==> src/mcsw_regs.vh <==
// Register offsets, field positions, codes and reset values of the check state word block.
`ifndef MCSW_REGS_VH
`define MCSW_REGS_VH
// ****************************************************************
// Register byte addresses on the AXI4-Lite bus.
// ****************************************************************
`define MCSW_WORD_LO_ADDR   8'h00
`define MCSW_WORD_HI_ADDR   8'h04
`define MCSW_CTRL_ADDR      8'h08
`define MCSW_EVENT_ADDR     8'h0c
`define MCSW_INFO_ADDR      8'h10
`define MCSW_ENTRY_ADDR     8'h14
`define MCSW_CAUSE_ADDR     8'h18
// ****************************************************************
// Field positions within the 64-bit state word.
// ****************************************************************
`define MCSW_PRECISE_IP_BIT 13
`define MCSW_EXACT_SAVE_BIT 14
`define MCSW_VOLATILE_BIT   15
`define MCSW_CAUSE_BIT      16
`define MCSW_RSTACK_BIT     17
`define MCSW_FIXED_BIT      18
`define MCSW_ANTICIP_BIT    19
`define MCSW_RES_LO_BIT     20
`define MCSW_GENERAL_BIT    31
`define MCSW_DSIZE_LO_BIT   32
`define MCSW_RSVD_LO_BIT    48
`define MCSW_CAT_LO_BIT     59
// ****************************************************************
// Entry reason codes for the platform firmware entry.
// ****************************************************************
`define MCSW_REASON_RESET   8'h00
`define MCSW_REASON_MCHECK  8'h01
`define MCSW_REASON_INIT    8'h02
`define MCSW_REASON_RECOVER 8'h03
// ****************************************************************
// Reset values.
// ****************************************************************
`define MCSW_WORD_RESET     64'h0000_0000_0000_0000
`define MCSW_CTRL_RESET     32'h0000_0000
`endif

==> src/mcsw_state_word.v <==
// Machine check and soft restart state word builder with an AXI4-Lite slave.
//
// What this block does
// - Bit 13 set only if faulting IP recorded.
// - Bit 14 for exact save; forces 13.
// - Bit 15 flags valid dynamic state.
// - Bit 16 cause: 0 check, 1 restart.
// - Bit 17 flags valid register stack state.
// - Bit 18 corrected; zero on restart.
// - Bit 19 expected; zero on restart.
// - Bits 20-30 flag eleven resource groups valid.
// - Bit 31 flags general registers, unbanked only.
// - Bits 47:32 hold dynamic state byte size.
// - Bits 59-63 error categories; zero on restart.
// - Restart loads defined values; others left open.
// - Entry parameter carries 8-bit reason field.
// - Reason codes 0..3 only; never reserved.
//
// The implementer's own choices: register access over AXI4-Lite and the placing of the registers.
`timescale 1ns/100ps
`include "mcsw_regs.vh"

module mcsw_state_word #(
  parameter ADDR_W = 8                      // Width of the AXI4-Lite address.
) (
  input  wire              REF_CLK,
  input  wire              RESET_N,
  input  wire              EVT_MCHECK,
  input  wire              EVT_INIT,
  input  wire              EVT_RESET,
  input  wire              EVT_RECOVER,
  input  wire              PRECISE_IP_FLAG,
  input  wire              EXACT_SAVE_AREA_FLAG,
  input  wire              VOLATILE_STATE_OK,
  input  wire              REGISTER_STACK_OK,
  input  wire              ERROR_FIXED,
  input  wire              ANTICIPATED_ERROR,
  input  wire [10:0]       RESOURCE_OK,
  input  wire              GENERAL_REGS_OK,
  input  wire [15:0]       DSIZE_BYTES,
  input  wire [4:0]        FAULT_CATEGORY,
  output wire [63:0]       MACHINE_CHECK_STATE_WORD,
  output wire [7:0]        PLATFORM_FIRMWARE_ENTRY,
  output wire              WORD_VALID,
  input  wire [ADDR_W-1:0] S_AXI_AWADDR,
  input  wire              S_AXI_AWVALID,
  output wire              S_AXI_AWREADY,
  input  wire [31:0]       S_AXI_WDATA,
  input  wire [3:0]        S_AXI_WSTRB,
  input  wire              S_AXI_WVALID,
  output wire              S_AXI_WREADY,
  output wire [1:0]        S_AXI_BRESP,
  output wire              S_AXI_BVALID,
  input  wire              S_AXI_BREADY,
  input  wire [ADDR_W-1:0] S_AXI_ARADDR,
  input  wire              S_AXI_ARVALID,
  output wire              S_AXI_ARREADY,
  output wire [31:0]       S_AXI_RDATA,
  output wire [1:0]        S_AXI_RRESP,
  output wire              S_AXI_RVALID,
  input  wire              S_AXI_RREADY
);

  // ****************************************************************
  // Local definitions.
  // ****************************************************************
  localparam [1:0] RESP_OKAY   = 2'h0;      // Normal access answer.
  localparam [1:0] RESP_SLVERR = 2'h2;      // Unmapped address answer.

  reg [63:0]       word_q;                  // Assembled state word.
  reg [7:0]        reason_q;                // Last entry reason code.
  reg              valid_q;                 // Word holds a captured event.
  reg [31:0]       ctrl_q;                  // Software override control.
  reg [3:0]        cause_q;                 // Sticky record of seen events.
  reg [3:0]        cause_clr;               // Write-one-to-clear mask this cycle.
  reg              aw_full_q;               // Write address held.
  reg [ADDR_W-1:0] aw_addr_q;               // Held write address.
  reg              w_full_q;                // Write data held.
  reg [31:0]       w_data_q;                // Held write data.
  reg [3:0]        w_strb_q;                // Held write strobes.
  reg              b_valid_q;               // Write answer pending.
  reg [1:0]        b_resp_q;                // Write answer code.
  reg              r_valid_q;               // Read answer pending.
  reg [31:0]       r_data_q;                // Read answer data.
  reg [1:0]        r_resp_q;                // Read answer code.
  reg [63:0]       word_d;                  // Next state word.
  reg [7:0]        reason_d;                // Next reason code.
  wire             wr_go;                   // Address and data both held.
  wire             any_evt;                 // Some entry event this cycle.
  wire [3:0]       evt_vec;                 // Events in cause order.

  // Control bit 0 forces the check to be reported as corrected.
  // Control bit 1 masks recording of the faulting instruction pointer.
  wire             force_fixed = ctrl_q[0];
  wire             mask_ip     = ctrl_q[1];

  assign evt_vec = {EVT_RECOVER, EVT_INIT, EVT_MCHECK, EVT_RESET};
  assign any_evt = |evt_vec;

  // ****************************************************************
  // Byte-lane merge used by the control register.
  // ****************************************************************
  function [31:0] lane_merge;
    input [31:0] old_v;
    input [31:0] new_v;
    input [3:0]  strb;
    integer      k;
    begin
      lane_merge = old_v;
      for (k = 0; k < 4; k = k + 1) begin
        if (strb[k]) begin
          lane_merge[k*8 +: 8] = new_v[k*8 +: 8];
        end
      end
    end
  endfunction

  // ****************************************************************
  // Next state word and reason code.
  // ****************************************************************
  // Priority among same-cycle events: reset, then restart, then check,
  // then recovery check; a recovery check only updates the reason code.
  always @* begin
    word_d   = word_q;
    reason_d = reason_q;
    if (EVT_RESET) begin
      reason_d = `MCSW_REASON_RESET;
      word_d   = `MCSW_WORD_RESET;
    end else if (EVT_INIT) begin
      word_d = `MCSW_WORD_RESET;
      word_d[`MCSW_CAUSE_BIT] = 1'b1;
      // corrected starts clear, expected starts clear.
      word_d[`MCSW_FIXED_BIT]   = 1'b0;
      word_d[`MCSW_ANTICIP_BIT] = 1'b0;
      word_d[`MCSW_CAT_LO_BIT +: 5] = 5'h00;
      // Unspecified fields are taken from the handler's inputs, except bits 13 and 14, which stay zero.
      word_d[`MCSW_VOLATILE_BIT]    = VOLATILE_STATE_OK;
      word_d[`MCSW_RSTACK_BIT]      = REGISTER_STACK_OK;
      word_d[`MCSW_RES_LO_BIT +: 11] = RESOURCE_OK;
      word_d[`MCSW_GENERAL_BIT]     = GENERAL_REGS_OK;
      word_d[`MCSW_DSIZE_LO_BIT +: 16] = DSIZE_BYTES;
      reason_d = `MCSW_REASON_INIT;
    end else if (EVT_MCHECK) begin
      word_d = `MCSW_WORD_RESET;
      word_d[`MCSW_PRECISE_IP_BIT] = (PRECISE_IP_FLAG | EXACT_SAVE_AREA_FLAG) & ~mask_ip;
      word_d[`MCSW_EXACT_SAVE_BIT] = EXACT_SAVE_AREA_FLAG & ~mask_ip;
      word_d[`MCSW_VOLATILE_BIT]   = VOLATILE_STATE_OK;
      word_d[`MCSW_CAUSE_BIT]      = 1'b0;
      word_d[`MCSW_RSTACK_BIT]     = REGISTER_STACK_OK;
      word_d[`MCSW_FIXED_BIT]      = ERROR_FIXED | force_fixed;
      word_d[`MCSW_ANTICIP_BIT]    = ANTICIPATED_ERROR;
      word_d[`MCSW_RES_LO_BIT +: 11] = RESOURCE_OK;
      word_d[`MCSW_GENERAL_BIT]    = GENERAL_REGS_OK;
      word_d[`MCSW_DSIZE_LO_BIT +: 16] = DSIZE_BYTES;
      word_d[`MCSW_CAT_LO_BIT +: 5] = FAULT_CATEGORY;
      reason_d = `MCSW_REASON_MCHECK;
    end else if (EVT_RECOVER) begin
      reason_d = `MCSW_REASON_RECOVER;
    end
    word_d[`MCSW_RSVD_LO_BIT +: 11] = 11'h000;
    word_d[12:0] = 13'h0000;
  end

  // ****************************************************************
  // State word capture.
  // ****************************************************************
  always @(posedge REF_CLK or negedge RESET_N) begin
    if (!RESET_N) begin
      word_q   <= `MCSW_WORD_RESET;
      reason_q <= `MCSW_REASON_RESET;
      valid_q  <= 1'b0;
    end else begin
      word_q   <= word_d;
      reason_q <= reason_d;
      if (any_evt) begin
        valid_q <= 1'b1;
      end
    end
  end

  assign MACHINE_CHECK_STATE_WORD = word_q;
  assign PLATFORM_FIRMWARE_ENTRY  = reason_q;
  assign WORD_VALID               = valid_q;

  // ****************************************************************
  // Sticky cause record; a new event wins over a clear.
  // ****************************************************************
  always @(posedge REF_CLK or negedge RESET_N) begin
    if (!RESET_N) begin
      cause_q <= 4'h0;
    end else begin
      cause_q <= (cause_q & ~cause_clr) | evt_vec;
    end
  end

  // ****************************************************************
  // AXI4-Lite write channel.
  // ****************************************************************
  assign S_AXI_AWREADY = ~aw_full_q & ~b_valid_q;
  assign S_AXI_WREADY  = ~w_full_q & ~b_valid_q;
  assign S_AXI_BVALID  = b_valid_q;
  assign S_AXI_BRESP   = b_resp_q;
  assign wr_go         = aw_full_q & w_full_q & ~b_valid_q;

  // Clear mask for the cause record, only on a taken write.
  always @* begin
    cause_clr = 4'h0;
    if (wr_go && aw_addr_q == `MCSW_CAUSE_ADDR && w_strb_q[0]) begin
      cause_clr = w_data_q[3:0];
    end
  end

  // Holds address and data in either order, then answers once both are in.
  always @(posedge REF_CLK or negedge RESET_N) begin
    if (!RESET_N) begin
      aw_full_q <= 1'b0;
      aw_addr_q <= {ADDR_W{1'b0}};
      w_full_q  <= 1'b0;
      w_data_q  <= 32'h0000_0000;
      w_strb_q  <= 4'h0;
      b_valid_q <= 1'b0;
      b_resp_q  <= RESP_OKAY;
      ctrl_q    <= `MCSW_CTRL_RESET;
    end else begin
      if (S_AXI_AWVALID && S_AXI_AWREADY) begin
        aw_full_q <= 1'b1;
        aw_addr_q <= S_AXI_AWADDR;
      end
      if (S_AXI_WVALID && S_AXI_WREADY) begin
        w_full_q <= 1'b1;
        w_data_q <= S_AXI_WDATA;
        w_strb_q <= S_AXI_WSTRB;
      end
      if (wr_go) begin
        aw_full_q <= 1'b0;
        w_full_q  <= 1'b0;
        b_valid_q <= 1'b1;
        b_resp_q  <= RESP_OKAY;
        case (aw_addr_q)
          `MCSW_CTRL_ADDR: begin
            ctrl_q <= lane_merge(ctrl_q, w_data_q, w_strb_q) & 32'h0000_0003;
          end
          `MCSW_CAUSE_ADDR: begin
            b_resp_q <= RESP_OKAY;
          end
          `MCSW_WORD_LO_ADDR, `MCSW_WORD_HI_ADDR, `MCSW_EVENT_ADDR,
          `MCSW_INFO_ADDR, `MCSW_ENTRY_ADDR: begin
            b_resp_q <= RESP_OKAY;
          end
          default: begin
            b_resp_q <= RESP_SLVERR;
          end
        endcase
      end else if (b_valid_q && S_AXI_BREADY) begin
        b_valid_q <= 1'b0;
      end
    end
  end

  // ****************************************************************
  // AXI4-Lite read channel.
  // ****************************************************************
  assign S_AXI_ARREADY = ~r_valid_q;
  assign S_AXI_RVALID  = r_valid_q;
  assign S_AXI_RDATA   = r_data_q;
  assign S_AXI_RRESP   = r_resp_q;

  // Reads have no side effects; the answer comes one cycle after the address.
  always @(posedge REF_CLK or negedge RESET_N) begin
    if (!RESET_N) begin
      r_valid_q <= 1'b0;
      r_data_q  <= 32'h0000_0000;
      r_resp_q  <= RESP_OKAY;
    end else begin
      if (S_AXI_ARVALID && S_AXI_ARREADY) begin
        r_valid_q <= 1'b1;
        r_resp_q  <= RESP_OKAY;
        case (S_AXI_ARADDR)
          `MCSW_WORD_LO_ADDR: r_data_q <= word_q[31:0];
          `MCSW_WORD_HI_ADDR: r_data_q <= word_q[63:32];
          `MCSW_CTRL_ADDR:    r_data_q <= ctrl_q;
          `MCSW_EVENT_ADDR:   r_data_q <= {31'h0000_0000, valid_q};
          `MCSW_INFO_ADDR:    r_data_q <= {16'h0000, word_q[47:32]};
          `MCSW_ENTRY_ADDR:   r_data_q <= {24'h00_0000, reason_q};
          `MCSW_CAUSE_ADDR:   r_data_q <= {28'h000_0000, cause_q};
          default: begin
            r_data_q <= 32'h0000_0000;
            r_resp_q <= RESP_SLVERR;
          end
        endcase
      end else if (r_valid_q && S_AXI_RREADY) begin
        r_valid_q <= 1'b0;
      end
    end
  end

endmodule

==> config.mk <==
export PLATFORM = sky130hd
export DESIGN_NAME = mcsw_state_word
export DESIGN_NICKNAME = d
export VERILOG_FILES = /design/src/mcsw_state_word.v
export VERILOG_INCLUDE_DIRS = /design/src
export SDC_FILE = /design/constraint.sdc
export NUM_CORES = 1
export LEC_CHECK = 0
export ABC_AREA = 1
export BUFFER_PORTS_ARGS = -buffer_cell sky130_fd_sc_hd__clkbuf_2
export CAP_MARGIN = 20
export CORE_MARGIN = 5
export CORE_UTILIZATION = 42
export DETAILED_ROUTE_END_ITERATION = 8
export GPL_TIMING_DRIVEN = 0
export PLACE_DENSITY = 0.76
export SYNTH_ARGS = -nofsm -noshare
export SYNTH_HDL_FRONTEND = slang
export SYNTH_SLANG_ARGS = --single-unit
==> constraint.sdc <==
create_clock -name REF_CLK -period 1.16 [get_ports REF_CLK]
set_input_delay 0.058 -clock REF_CLK [delete_from_list [all_inputs] [get_ports REF_CLK]]
set_output_delay 0.058 -clock REF_CLK [all_outputs]
set_load 0.01 [all_outputs]
==> flow_results.xml <==
<?xml version="1.0" encoding="UTF-8"?>
<metrics>
  <group name="sta">
    <metric name="max_slew.worst_pin.slew" unit="ns">0.519</metric>
    <metric name="timing.final.hold_violations" unit="">0</metric>
    <metric name="max_slew_margin" unit="">0.654</metric>
    <metric name="rsz_0062_raised_after_global_routing" unit="">true</metric>
    <metric name="worst_slack" unit="ns">-0.121</metric>
    <metric name="fin_hold_ws" unit="ns">0.0186</metric>
    <metric name="setup_violators_final" unit="">18</metric>
    <metric name="post-route-period-util" unit="">1.10</metric>
    <metric name="period_needed" unit="ns">1.28</metric>
    <metric name="max_freq" unit="MHz">781</metric>
    <metric name="report.final.slew_viol_count" unit="">0</metric>
    <metric name="totalNegativeSetupSlack" unit="ns">-1.52</metric>
    <metric name="fin_skew" unit="ns">0.0136</metric>
  </group>
  <group name="clock_tree">
    <metric name="numCtsBuffers" unit="">9</metric>
    <metric name="cts_sinks" unit="">100</metric>
    <metric name="clock-root-buffer" unit="">clkbuf_8</metric>
    <metric name="clock_insertion_delay_worst_skew" unit="ns">0.36</metric>
    <metric name="clkTransAtPathRegs" unit="ns">0.10</metric>
    <metric name="cts_tree" unit="">done</metric>
    <metric name="cts_max_path_buffers" unit="">2</metric>
    <metric name="htree_levels" unit="">3</metric>
  </group>
  <group name="global_routing">
    <metric name="first_pass_grt_wire_length" unit="um">21600</metric>
    <metric name="use_met2" unit="">0.374</metric>
    <metric name="grt_pass1_vias" unit="">4412</metric>
    <metric name="use_met3" unit="">0.0460</metric>
    <metric name="globalRoute.busiestLayer" unit="">met2</metric>
    <metric name="antenna_found_initial" unit="">0</metric>
    <metric name="groute.layer.met1.usage" unit="">0.246</metric>
    <metric name="gr-usage-all-layers" unit="">0.208</metric>
    <metric name="grt_max_degree" unit="">69</metric>
    <metric name="grt-ovfl-total" unit="">0</metric>
  </group>
  <group name="placement">
    <metric name="finalWeightedCongestion" unit="">0.834</metric>
    <metric name="place.detailed.instances" unit="">830</metric>
    <metric name="placed_area" unit="um2">5670</metric>
    <metric name="buffer_ports.inserted" unit="">151</metric>
    <metric name="place.detailed.hpwl" unit="um">9760</metric>
  </group>
  <group name="drt">
    <metric name="routed_wirelength" unit="um">13700</metric>
    <metric name="number_of_design_rule_violations_left_by_the_first_detailed_router_iteration" unit="">256</metric>
    <metric name="detail_route.wl_per_cell" unit="um">15.0</metric>
    <metric name="detailedRoute.firstPassIterationCount" unit="">4</metric>
    <metric name="route.vias.total" unit="">4368</metric>
    <metric name="post-route-drc-count" unit="">0</metric>
    <metric name="final_antenna_net_count" unit="">0</metric>
    <metric name="avgViaCountPerCell" unit="">4.78</metric>
  </group>
  <group name="setup_path">
    <metric name="cp-start-kind" unit="">register</metric>
    <metric name="worst-endpoint-arrival" unit="ns">1.51</metric>
    <metric name="worst_path_largest_cell_delay" unit="ns">0.41</metric>
    <metric name="timing.critical_path.fanout_max" unit="">2</metric>
    <metric name="cp.required" unit="ns">1.39</metric>
    <metric name="timing.rr.start" unit="">aw_addr_q[1]</metric>
    <metric name="reg2reg_depth" unit="">6</metric>
    <metric name="worst_path_most_repeated_cell" unit="">nand2_1</metric>
    <metric name="worstSetupEndpointType" unit="">register</metric>
    <metric name="timing.critical_path.cells" unit="">nor2_2 -&gt; nand3_2 -&gt; nor3_4 -&gt; nand2_1 -&gt; o21ai_1 -&gt; nand2_1</metric>
    <metric name="crit_path_start" unit="">aw_addr_q[1]</metric>
    <metric name="startpoint_to_endpoint_class_of_the_critical_path" unit="">reg2reg</metric>
    <metric name="critical-path-slowest-cell" unit="">dfrtp_1</metric>
  </group>
  <group name="logic_synthesis">
    <metric name="synth_sequential_area_ratio" unit="">0.550</metric>
    <metric name="ys.flop_type" unit="">dfrtp_1</metric>
    <metric name="synth_enable_flop_cells" unit="">0</metric>
    <metric name="synthesized_instance_count" unit="">507</metric>
    <metric name="synth_cell_type_count" unit="">32</metric>
    <metric name="post_synth_instance_area" unit="um2">4550</metric>
    <metric name="async_set_or_reset_flop_fraction_in_the_synthesized_netlist" unit="">1.00</metric>
    <metric name="yosysWarnings" unit="">0</metric>
    <metric name="postSynthRegisterBits" unit="">100</metric>
    <metric name="avgSynthCellArea" unit="um2">8.98</metric>
  </group>
  <group name="power">
    <metric name="power-per-cell-area" unit="nW/um2">1360</metric>
    <metric name="ir_drop" unit="mV">1.15</metric>
    <metric name="cellLeakagePower" unit="nW">3.51</metric>
  </group>
  <group name="layout">
    <metric name="nets" unit="">870</metric>
    <metric name="antenna_cells" unit="">0</metric>
    <metric name="syn2layout_area_growth" unit="%">46.4</metric>
    <metric name="post_layout_inst_area" unit="um2">6660</metric>
    <metric name="final_layout_size_suffix_gt1_frac" unit="">0.360</metric>
    <metric name="layout.area.seq" unit="um2">2500</metric>
    <metric name="multiInputGateArea" unit="um2">1740</metric>
    <metric name="filler_cell_count" unit="">909</metric>
    <metric name="final_cells" unit="">913</metric>
  </group>
  <group name="floorplan">
    <metric name="fp.dieH" unit="um">114</metric>
    <metric name="top_level_i_o_count" unit="">216</metric>
    <metric name="dieWidth" unit="um">114</metric>
    <metric name="design.die.area" unit="um2">13000</metric>
    <metric name="core_area" unit="um2">10700</metric>
    <metric name="initial_core_util" unit="">0.424</metric>
    <metric name="placementRows" unit="">38</metric>
  </group>
  <group name="min_path">
    <metric name="hold_start" unit="">S_AXI_WVALID</metric>
    <metric name="holdPathStages" unit="">3</metric>
    <metric name="hp-class" unit="">in2reg</metric>
  </group>
  <group name="status">
    <metric name="outcome" unit="">finished with violations</metric>
    <metric name="violations_in_the_final_reports" unit="">setup timing</metric>
  </group>
  <group name="run">
    <metric name="cap_violations" unit="">0</metric>
  </group>
</metrics>
-- metal layers --
metal	wire [um]	vias to the layer above
met3	973	24
li1	-	2096
met1	5350	2094
met5	0	-
met4	248	0
met2	7160	154
-- report_power, final --
part           switching (mW)  internal, mW  total (mW)
Sequential              0.343          3.90        4.24
Combinational            1.19          1.08        2.26
Clock                    1.29          1.25        2.54
-- synth_stat cells (4+ instances only) --
| library cell | count | area [um2] |
|---|---|---|
| o21ai_1 | 8 | 40.0 |
| nand2_1 | 125 | 469 |
| a21oi_1 | 16 | 80.1 |
| o31ai_1 | 10 | 75.1 |
| dfrtp_1 | 100 | 2500 |
| buf_4 | 34 | 255 |
| nor2_2 | 5 | 31.3 |
| o21ai_0 | 45 | 225 |
| mux2_2 | 9 | 101 |
| nor2_4 | 4 | 45.0 |
| nand2_2 | 5 | 31.3 |
| inv_2 | 6 | 22.5 |
| nor2_1 | 18 | 67.6 |
| buf_2 | 4 | 20.0 |
| buf_6 | 4 | 45.0 |
| inv_1 | 41 | 154 |
| nand3_1 | 44 | 220 |
| clkbuf_1 | 8 | 30.0 |
-- path summary, 6_finish.rpt --
kind                                                 to  slack (ns)
max in group asynchronous  MACHINE_CHECK_STATE_WORD[16]        0.24
min in group asynchronous                  S_AXI_BVALID        0.21
max reg2reg                                  cause_q[0]       -0.12
min reg2reg                                  cause_q[3]        0.49
max                                          cause_q[0]       -0.12
min                                            w_full_q        0.02
-- metrics by stage --
step / setup WS (ns) / util / power, mW
2_1_floorplan: -0.00550 / - / 5.28
3_3_place_gp: -1.40 / 0.525 / 5.86
3_5_place_dp: -0.241 / 0.528 / 5.96
4_1_cts: -0.137 / 0.609 / 8.76
5_1_grt: -0.232 / 0.620 / 9.53
6_report: -0.121 / 0.620 / 9.05
-- logic make-up (layout without fill, tap and decap cells) --
kind of cell	Yosys count	after routing	synth area share
DFF	100	100	0.550
AOI/OAI and AO/OA	87	87	0.107
buffers and inverters	101	335	0.119
muxes	9	9	0.0223
and+or+nand+nor	209	210	0.201
other	1	32	0.000824
-- layout by cell type, fill, tap and decap left out, types with 14 or more instances in the layout --
cell and n:
dfrtp_1 99, a21oi_1 15, nand3_1 40, o21ai_0 41, nand2_1 122, inv_1 41, conb_1 32, buf_4 41
clkbuf_2 150, dlygate4sd3_1 58, nor2_1 14
-- layout make-up --
cell class | count | area share
clock inverters | 7 | 0.0156
inverters | 48 | 0.0274
well taps | 140 | 0.0263
multi-input cells | 338 | 0.262
repair buffers | 219 | 0.218
clock buffers | 9 | 0.0186
flip-flops and latches | 100 | 0.376
plain buffers | 52 | 0.0565
-- worst max-delay path, delay by kind of cell (launching register included) --
family,cells,cell delay (ns)
DFF,1,0.41
AOI/OAI and AO/OA,1,0.13
and+or+nand+nor,5,0.61
-- state kept, by name (all words and copies together) (netlist names), 2 cells and up --
name and count:
PLATFORM_FIRMWARE_ENTRY 2, ctrl_q 2, cause_q 4, S_AXI_RDATA 32, MACHINE_CHECK_STATE_WORD 40, aw_addr_q 8
w_data_q 4
-- timing repair --
action | CTS | global route
pin swaps | 8 | 7
setup endpoints to repair | 45 | 30
buffers inserted | 3 | 6
hold buffers | 58 | 0
hold endpoints to repair | 90 | 0
resized for setup | 15 | 24
cloned | 0 | 1
(Power assumes the default switching activity.)
